<file path="src/hw/actr_pkg.sv">
// Package: register map, field positions and reset values of the channel control block
package actr_pkg;
  localparam int          NUM_CH        = 21;
  localparam int          LO_BITS       = 16;
  localparam int          HI_BITS       = 5;
  localparam int          ADDR_W        = 8;
  localparam logic [7:0]  OFF_LVL_LO    = 8'h00;
  localparam logic [7:0]  OFF_LVL_HI    = 8'h04;
  localparam logic [7:0]  OFF_EIE_LO    = 8'h08;
  localparam logic [7:0]  OFF_EIE_HI    = 8'h0c;
  localparam logic [7:0]  OFF_STAT_LO   = 8'h10;
  localparam logic [7:0]  OFF_STAT_HI   = 8'h14;
  localparam logic [7:0]  OFF_MODE      = 8'h18;
  localparam logic [7:0]  OFF_IE_LO     = 8'h1c;
  localparam logic [7:0]  OFF_IE_HI     = 8'h20;
  localparam logic [7:0]  OFF_LEAD      = 8'h24;
  localparam int          MODE_SIGN0    = 0;
  localparam int          MODE_DIFF0    = 1;
  localparam int          MODE_SIGN1    = 2;
  localparam int          MODE_DIFF1    = 3;
  localparam int          MODE_BITS     = 4;
  localparam int          LEAD_BITS     = 3;
  localparam logic [20:0] CH_RESET      = 21'h000000;
  localparam logic [3:0]  MODE_RESET    = 4'h0;
  localparam logic [2:0]  LEAD_RESET    = 3'h0;
  localparam int          CNT_W         = 5;
  localparam logic [4:0]  CONV_TICKS    = 5'h0e;
endpackage

</file>
<file path="src/hw/actr_trig_cond.sv">
// Trigger conditioning: level or edge sensitivity per input
`timescale 1ns/10ps
`default_nettype none
module actr_trig_cond #(
  parameter int N = 21
) (
  input  wire logic         clk_in,
  input  wire logic         resetn_in,
  input  wire logic [N-1:0] trig_in,
  input  wire logic [N-1:0] level_sel_in,
  output logic      [N-1:0] req_out
);
  logic [N-1:0] trig_q;
  logic [N-1:0] next_trig_q;

  always_comb begin
    next_trig_q = trig_in;
  end

  always_ff @(posedge clk_in or negedge resetn_in) begin
    if (!resetn_in) begin
      trig_q <= '0;
    end else begin
      trig_q <= next_trig_q;
    end
  end

  ////////////////////////////////////////////////////////////////////////////
  genvar g;
  generate
    for (g = 0; g < N; g++) begin : g_ch
      // Level mode requests while high; edge mode only on the rising edge
      assign req_out[g] = level_sel_in[g] ? trig_in[g] : (trig_in[g] & ~trig_q[g]); // RULE_01
    end
  endgenerate
endmodule
`default_nettype wire

</file>
<file path="src/hw/actr_conv_timer.sv">
// Conversion timer for one input: counts core clock periods, flags early and ready
`timescale 1ns/10ps
`default_nettype none
module actr_conv_timer
  import actr_pkg::*;
#(
  parameter logic [4:0] TICKS = CONV_TICKS
) (
  input  wire logic       clk_in,
  input  wire logic       resetn_in,
  input  wire logic       start_in,
  input  wire logic       core_tick_in,
  input  wire logic [2:0] lead_sel_in,
  output logic            busy_out,
  output logic            early_out,
  output logic            ready_out
);
  logic [4:0] count;
  logic [4:0] next_count;
  logic [4:0] lead;

  // Lead of 1..8 periods; needs TICKS above 8 or the early flag is missed
  assign lead     = {2'b00, lead_sel_in} + 5'h01;
  assign busy_out = (count != 5'h00);

  always_comb begin
    next_count = count;
    if (!busy_out && start_in) begin
      next_count = TICKS;
    end else if (busy_out && core_tick_in) begin
      next_count = count - 5'h01;
    end
  end

  always_comb begin
    early_out = busy_out && core_tick_in && (count == lead + 5'h01); // RULE_11
    ready_out = busy_out && core_tick_in && (count == 5'h01);
  end

  always_ff @(posedge clk_in or negedge resetn_in) begin
    if (!resetn_in) begin
      count <= 5'h00;
    end else begin
      count <= next_count;
    end
  end
endmodule
`default_nettype wire

</file>
<file path="src/hw/actr_channel_regs.sv">
// Per-channel trigger, early interrupt and mode control registers on APB
//
// Functional notes
// RULE_01 - Level select 1 level trigger, 0 edge
// RULE_02 - Inputs 15-0 low word, 20-16 high
// RULE_03 - Early interrupt only when its enable set
// RULE_04 - Early interrupt sets the status bit
// RULE_05 - Result buffer read clears status bit
// RULE_06 - Differential bits at 1 and 3
// RULE_07 - Signed output bits at 0 and 2
// RULE_08 - Enable gates common and individual interrupts
// RULE_09 - Unused upper bits read zero
// RULE_10 - All bits clear on reset
// RULE_11 - Early interrupt 1 to 8 periods ahead
// RULE_12 - Status readable; writing 0 clears
//
// Implementation choices: the APB slave port and the placing of the registers.
`timescale 1ns/10ps
`default_nettype none
module actr_channel_regs #(
  parameter int N = actr_pkg::NUM_CH
) (
  input  wire logic                        clk_in,
  input  wire logic                        resetn_in,
  input  wire logic                        psel_in,
  input  wire logic                        penable_in,
  input  wire logic                        pwrite_in,
  input  wire logic [actr_pkg::ADDR_W-1:0] paddr_in,
  input  wire logic [31:0]                 pwdata_in,
  output logic      [31:0]                 prdata_out,
  output logic                             pready_out,
  output logic                             pslverr_out,
  input  wire logic [N-1:0]                trig_in,
  input  wire logic                        core_tick_in,
  input  wire logic [N-1:0]                buf_read_in,
  output logic      [N-1:0]                conv_busy_out,
  output logic      [N-1:0]                data_ready_out,
  output logic      [N-1:0]                early_irq_out,
  output logic      [N-1:0]                chan_irq_out,
  output logic                             common_irq_out,
  output logic      [1:0]                  differential_mode_out,
  output logic      [1:0]                  signed_out
);
  import actr_pkg::*;

  logic [N-1:0]         level_trigger_select;
  logic [N-1:0]         early_irq_enable;
  logic [N-1:0]         early_irq_status;
  logic [N-1:0]         channel_irq_enable;
  logic [MODE_BITS-1:0] input_mode_control;
  logic [LEAD_BITS-1:0] early_irq_lead_select;
  logic [N-1:0]         next_level_trigger_select;
  logic [N-1:0]         next_early_irq_enable;
  logic [N-1:0]         next_early_irq_status;
  logic [N-1:0]         next_channel_irq_enable;
  logic [MODE_BITS-1:0] next_input_mode_control;
  logic [LEAD_BITS-1:0] next_early_irq_lead_select;
  logic [31:0]          prdata;
  logic [31:0]          next_prdata;
  logic                 rd_err;
  logic                 next_rd_err;
  logic                 wr_acc;
  logic                 setup;
  logic                 mapped;
  logic [31:0]          rd_mux;
  logic [N-1:0]         conv_req;
  logic [N-1:0]         early_raw;
  logic [N-1:0]         early_evt;
  logic [N-1:0]         ready_raw;
  logic [N-1:0]         stat_keep;

  ////////////////////////////////////////////////////////////////////////////
  // APB decode; zero wait states, read data captured in the setup cycle
  assign setup       = psel_in && !penable_in;
  assign wr_acc      = psel_in && penable_in && pwrite_in;
  assign pready_out  = 1'b1;
  assign pslverr_out = psel_in && penable_in && rd_err;
  assign prdata_out  = prdata;

  always_comb begin
    mapped = 1'b1;
    rd_mux = 32'h00000000;
    unique case (paddr_in)
      OFF_LVL_LO:  rd_mux[LO_BITS-1:0] = level_trigger_select[LO_BITS-1:0]; // RULE_02
      OFF_LVL_HI:  rd_mux[HI_BITS-1:0] = level_trigger_select[N-1:LO_BITS]; // RULE_09
      OFF_EIE_LO:  rd_mux[LO_BITS-1:0] = early_irq_enable[LO_BITS-1:0];
      OFF_EIE_HI:  rd_mux[HI_BITS-1:0] = early_irq_enable[N-1:LO_BITS];
      OFF_STAT_LO: rd_mux[LO_BITS-1:0] = early_irq_status[LO_BITS-1:0]; // RULE_12
      OFF_STAT_HI: rd_mux[HI_BITS-1:0] = early_irq_status[N-1:LO_BITS];
      OFF_MODE:    rd_mux[MODE_BITS-1:0] = input_mode_control; // RULE_09
      OFF_IE_LO:   rd_mux[LO_BITS-1:0] = channel_irq_enable[LO_BITS-1:0];
      OFF_IE_HI:   rd_mux[HI_BITS-1:0] = channel_irq_enable[N-1:LO_BITS];
      OFF_LEAD:    rd_mux[LEAD_BITS-1:0] = early_irq_lead_select;
      default:     mapped = 1'b0;
    endcase
  end

  always_comb begin
    next_prdata = prdata;
    next_rd_err = rd_err;
    if (setup) begin
      next_prdata = rd_mux;
      next_rd_err = !mapped;
    end
  end

  ////////////////////////////////////////////////////////////////////////////
  // Control registers; writes land at the access edge
  always_comb begin
    next_level_trigger_select  = level_trigger_select;
    next_early_irq_enable      = early_irq_enable;
    next_channel_irq_enable    = channel_irq_enable;
    next_input_mode_control    = input_mode_control;
    next_early_irq_lead_select = early_irq_lead_select;
    if (wr_acc) begin
      unique case (paddr_in)
        OFF_LVL_LO: next_level_trigger_select[LO_BITS-1:0] = pwdata_in[LO_BITS-1:0]; // RULE_02
        OFF_LVL_HI: next_level_trigger_select[N-1:LO_BITS] = pwdata_in[HI_BITS-1:0]; // RULE_02
        OFF_EIE_LO: next_early_irq_enable[LO_BITS-1:0] = pwdata_in[LO_BITS-1:0];
        OFF_EIE_HI: next_early_irq_enable[N-1:LO_BITS] = pwdata_in[HI_BITS-1:0];
        OFF_MODE:   next_input_mode_control = pwdata_in[MODE_BITS-1:0];
        OFF_IE_LO:  next_channel_irq_enable[LO_BITS-1:0] = pwdata_in[LO_BITS-1:0];
        OFF_IE_HI:  next_channel_irq_enable[N-1:LO_BITS] = pwdata_in[HI_BITS-1:0];
        OFF_LEAD:   next_early_irq_lead_select = pwdata_in[LEAD_BITS-1:0];
        default:    next_level_trigger_select = level_trigger_select;
      endcase
    end
  end

  ////////////////////////////////////////////////////////////////////////////
  // Status: a new event beats a clear by write or by a buffer read
  always_comb begin
    stat_keep = ~buf_read_in; // RULE_05
    if (wr_acc && paddr_in == OFF_STAT_LO) begin
      stat_keep[LO_BITS-1:0] = stat_keep[LO_BITS-1:0] & pwdata_in[LO_BITS-1:0]; // RULE_12
    end
    if (wr_acc && paddr_in == OFF_STAT_HI) begin
      stat_keep[N-1:LO_BITS] = stat_keep[N-1:LO_BITS] & pwdata_in[HI_BITS-1:0]; // RULE_12
    end
    next_early_irq_status = (early_irq_status & stat_keep) | early_evt; // RULE_04
  end

  always_ff @(posedge clk_in or negedge resetn_in) begin
    if (!resetn_in) begin
      level_trigger_select  <= CH_RESET; // RULE_10
      early_irq_enable      <= CH_RESET;
      early_irq_status      <= CH_RESET;
      channel_irq_enable    <= CH_RESET;
      input_mode_control    <= MODE_RESET;
      early_irq_lead_select <= LEAD_RESET;
      prdata                <= 32'h00000000;
      rd_err                <= 1'b0;
    end else begin
      level_trigger_select  <= next_level_trigger_select;
      early_irq_enable      <= next_early_irq_enable;
      early_irq_status      <= next_early_irq_status;
      channel_irq_enable    <= next_channel_irq_enable;
      input_mode_control    <= next_input_mode_control;
      early_irq_lead_select <= next_early_irq_lead_select;
      prdata                <= next_prdata;
      rd_err                <= next_rd_err;
    end
  end

  ////////////////////////////////////////////////////////////////////////////
  // Conversion path
  actr_trig_cond #(
    .N (N)
  ) u_trig (
    .clk_in       (clk_in),
    .resetn_in    (resetn_in),
    .trig_in      (trig_in),
    .level_sel_in (level_trigger_select),
    .req_out      (conv_req)
  );

  genvar g;
  generate
    for (g = 0; g < N; g++) begin : g_ch
      actr_conv_timer u_tmr (
        .clk_in       (clk_in),
        .resetn_in    (resetn_in),
        .start_in     (conv_req[g]),
        .core_tick_in (core_tick_in),
        .lead_sel_in  (early_irq_lead_select),
        .busy_out     (conv_busy_out[g]),
        .early_out    (early_raw[g]),
        .ready_out    (ready_raw[g])
      );
    end
  endgenerate

  // Early events are dropped, not deferred, while disabled
  assign early_evt             = early_raw & early_irq_enable; // RULE_03
  assign early_irq_out         = early_evt;
  assign data_ready_out        = ready_raw;
  assign chan_irq_out          = ready_raw & channel_irq_enable; // RULE_08
  assign common_irq_out        = |(ready_raw & channel_irq_enable); // RULE_08
  assign differential_mode_out = {input_mode_control[MODE_DIFF1],
                                  input_mode_control[MODE_DIFF0]}; // RULE_06
  assign signed_out            = {input_mode_control[MODE_SIGN1],
                                  input_mode_control[MODE_SIGN0]}; // RULE_07
endmodule
`default_nettype wire

</file>
<file path="config.mk">
export PLATFORM = sky130hd
export DESIGN_NAME = actr_channel_regs
export DESIGN_NICKNAME = d
export VERILOG_FILES = /design/src/hw/actr_pkg.sv /design/src/hw/actr_trig_cond.sv /design/src/hw/actr_conv_timer.sv /design/src/hw/actr_channel_regs.sv
export SDC_FILE = /design/constraint.sdc
export NUM_CORES = 1
export LEC_CHECK = 0
export BUFFER_PORTS_ARGS = -buffer_cell sky130_fd_sc_hd__buf_2
export CAP_MARGIN = 20
export CORE_MARGIN = 10
export CORE_UTILIZATION = 35
export DETAILED_ROUTE_END_ITERATION = 6
export PLACE_DENSITY = 0.61
export SLEW_MARGIN = 0
export SYNTH_ARGS = -nofsm -noshare
export SYNTH_HDL_FRONTEND = slang
export SYNTH_SLANG_ARGS = --single-unit
export TNS_END_PERCENT = 20
</file>
<file path="constraint.sdc">
create_clock -name clk_in -period 3.3 [get_ports clk_in]
set_clock_uncertainty 0.05 [all_clocks]
set_input_delay 0.33 -clock clk_in [delete_from_list [all_inputs] [get_ports clk_in]]
set_output_delay 0.33 -clock clk_in [all_outputs]
set_load 0.02 [all_outputs]
</file>
==> flow_summary.json <==
{
  "status": "complete, no violations",
  "global_route.usage.met1_pct": 22.8,
  "final_period_minus_worst_setup_slack_ns": 3.21,
  "synth.area.top_cells": "dfrtp_1 42%, xor2_1 6.3%, ha_1 5.9%",
  "routed_via_density": 5.26,
  "worstSetupStartpointType": "flop",
  "final.hold.worst_slack_ns": 0.0126,
  "nets": 1683,
  "final_core_util_pct": 41.8,
  "worstPathMaxFanout": 9,
  "seq_area_frac_synth_pct": 42.3,
  "routabilityCongestion": 0.854,
  "clock_insertion_delay_worst_skew_ns": 0.55,
  "grt_max_degree": 75,
  "grt-ovfl-total": 0,
  "critical_path_type": "flop to output pin",
  "cts_tree": "built",
  "antenna-diode-count": 0,
  "dieArea_sq_mm": 0.0479,
  "chipWidth_um": 219,
  "actual_slew_at_the_worst_max_slew_pin_ns": 0.765,
  "max_cap_violations": 0,
  "power.switching_w": 0.00379,
  "synth-edff-count": 0,
  "power_report.internal_total_w": 0.00659,
  "setup_total_negative_slack_ns": 0,
  "rsz0062_at_grt": "yes",
  "drt_iter0_drc": 846,
  "layout_common_cells": "234 x dfrtp_1, 176 x buf_2, 122 x nand2_1, 99 x xor2_1, 78 x nand3_1",
  "synth_largest_area_cell": "dfrtp_1",
  "max_clock_freq_ghz": 0.311,
  "design_area_sq_mm": 0.0163,
  "synth.yosys.warnings": 0,
  "ys_ff_latch": 234,
  "synthArstFlopShare_pct": 100,
  "firstDrtPassIters": 6,
  "placed_cells": 1992,
  "p_per_area_mw_per_mm2": 638,
  "drcViolationCount": 0,
  "number_of_rows_in_the_core_area": 72,
  "synth-main-ff-cell": "dfrtp_1",
  "htree_levels": 1,
  "timing_max_transition_violations_final": 0,
  "layout-drive-gt1-share_pct": 24.1,
  "clk_pin_slew_ns": 0.06,
  "dieHeight_um": 219,
  "power_leakage_nw": 7.94,
  "synthToLayoutAreaGrowth_pct": 17.5,
  "vias": 10900,
  "grt.total_usage_pct": 17.3,
  "fp.coreArea_sq_mm": 0.0389,
  "number_of_clock_sinks": 234,
  "timing.hold.worst.class": "input port to flop",
  "initial_core_util_pct": 35.6,
  "avgRoutedWirePerCell_um": 20.7,
  "final_common_cell": "dfrtp_1",
  "fillerInstances": 3842,
  "switching_power_share_of_the_total_pct": 36.5,
  "ys_types": 64,
  "max-clock-path-buffers": 3,
  "worst_ir_drop_vdd_v": 0.000359,
  "final_critical_path_share_of_the_clock_period_pct": 97.4,
  "finalHoldViolations": 0,
  "critPathCaptureType": "output pin",
  "synth_cells": 1355,
  "timing.max_slew.rel_slack_pct": 49.0,
  "grt_first_pass_wirelength_um": 64900,
  "synthesis.area_sq_mm": 0.0138,
  "synthDominantCellAreaShare_pct": 42.3,
  "port-buffer-count": 177,
  "antenna_violating_nets_post_route": 0,
  "setup_violations_final": 0,
  "dpl-instance-area_sq_mm": 0.0151,
  "cp_data_required_time_ns": 2.92,
  "synth_area_per_cell_sq_um": 10.2,
  "postCtsSetupRepairBufs": 0,
  "p_comb_share_pct": 27.4,
  "globalRoute.busiestLayer": "met2",
  "globalRouteMet2Util_pct": 28.1,
  "seq_power_share_pct": 44.0,
  "finish.cell_count_without_fillers": 2068,
  "grtUsageMet3_pct": 3.80,
  "finalWirelength_um": 42700,
  "place_hpwl_um": 31400,
  "tritoncts.num_buffers": 26,
  "cts.root.buffer_cell": "clkbuf_16",
  "clock_power_share_pct": 28.6,
  "io-pin-count": 211,
  "via_count_of_the_first_global_routing_pass": 11000,
  "critical_path_arrival_ns": 2.83,
  "antenna_found_initial": 1
}
-- per-stage QoR --
stage / total power (W) / setup WS, ns
2_1_floorplan: 0.00662 / 0.304
4_1_cts: 0.0105 / 0.0328
3_5_place_dp: 0.00741 / 0.432
5_1_grt: 0.0111 / -0.0175
3_3_place_gp: 0.00727 / 0.459
6_report: 0.0104 / 0.0861
-- path summary, 6_finish.rpt --
path | slack [ns] | cells after the start | to | from
max | 0.09 | 8 | early_irq_out[1] | early_irq_lead_select[0]
min | 0.01 | 4 | early_irq_status[5] | buf_read_in[5]
max reg2reg | 1.04 | 7 | early_irq_status[6] | early_irq_lead_select[0]
min reg2reg | 0.45 | 1 | prdata_out[9] | prdata_out[9]
max in group asynchronous | 2.04 | 3 | prdata_out[3] | resetn_in
min in group asynchronous | 0.30 | 2 | prdata_out[12] | resetn_in
-- cell families (layout without fill, tap and decap cells) --
| group | Yosys count | count (layout) | synth area share (%) |
|---|---|---|---|
| buffers and inverters | 175 | 355 | 6.83 |
| AND/OR/NAND/NOR | 472 | 472 | 19.6 |
| multiplexers | 82 | 82 | 6.67 |
| XOR/XNOR | 150 | 150 | 9.49 |
| adder cells (fa/ha/maj) | 65 | 65 | 5.88 |
| flip-flops | 234 | 234 | 42.3 |
| AO/OA/AOI/OAI | 175 | 175 | 9.21 |
| other | 2 | 17 | 0.0543 |
-- critical path: stages (launching register included) --
cell,delay (ns)
dfrtp_1,0.42
inv_1,0.14
ha_1,0.37
buf_4,0.23
xor2_1,0.17
or3_1,0.33
a21oi_2,0.16
and4_2,0.28
buf_2,0.18
-- Yosys cell counts, drive strengths merged (18+ instances only) --
| cell | count |
|---|---|
| o2111ai | 24 |
| ha | 65 |
| a21oi | 41 |
| clkbuf | 18 |
| nand3 | 78 |
| o21ai | 32 |
| buf | 88 |
| xor2 | 100 |
| or4b | 21 |
| nor3 | 39 |
| nand2 | 124 |
| or3 | 29 |
| mux2 | 72 |
| nor2 | 38 |
| inv | 69 |
| and4b | 21 |
| dfrtp | 234 |
| xnor2 | 50 |
| and2 | 27 |
-- repair_timing --
action / in CTS / in global routing
endpoints found under the setup margin: 4 / 11
hold endpoints to repair: 102 / 0
gates resized for setup: 3 / 11
hold buffers: 28 / 0
-- registers in the layout, indices dropped and copies added, names as in the netlist --
signal,flops
level_trigger_select,21
prdata_out,16
rd_err,1
channel_irq_enable,21
early_irq_status,21
input_mode_control,4
g_ch.u_tmr.count,105
early_irq_lead_select,3
u_trig.trig_q,21
early_irq_enable,21
-- metal layers --
| layer | wire [um] | share of wire [%] |
|---|---|---|
| met2 | 20000 | 47 |
| met5 | 8 | 0.019 |
| met1 | 19100 | 45 |
| met3 | 2680 | 6.3 |
| met4 | 960 | 2.2 |
-- cell type report --
type                    instances  area, sq um  share of cell area (%)
well taps                     518          648                    3.98
repair buffers                238         1470                    9.05
clock inverters                 9         77.6                   0.477
flip-flops and latches        234         5860                    36.0
inverters                      69          259                    1.59
multi-input cells             961         7170                    44.0
clock buffers                  39          791                    4.86
-- power groups by stage --
stage / Combinational (W) / Clock [W] / Sequential (W)
after global routing: 0.00326 / 0.00314 / 0.00470
after floorplan: 0.00228 / 0 / 0.00434
after CTS: 0.00286 / 0.00304 / 0.00455
final: 0.00285 / 0.00297 / 0.00456
after global placement: 0.00270 / 0 / 0.00457
after detailed placement: 0.00282 / 0 / 0.00459
Note: power is estimated with default switching activity, not from simulation.
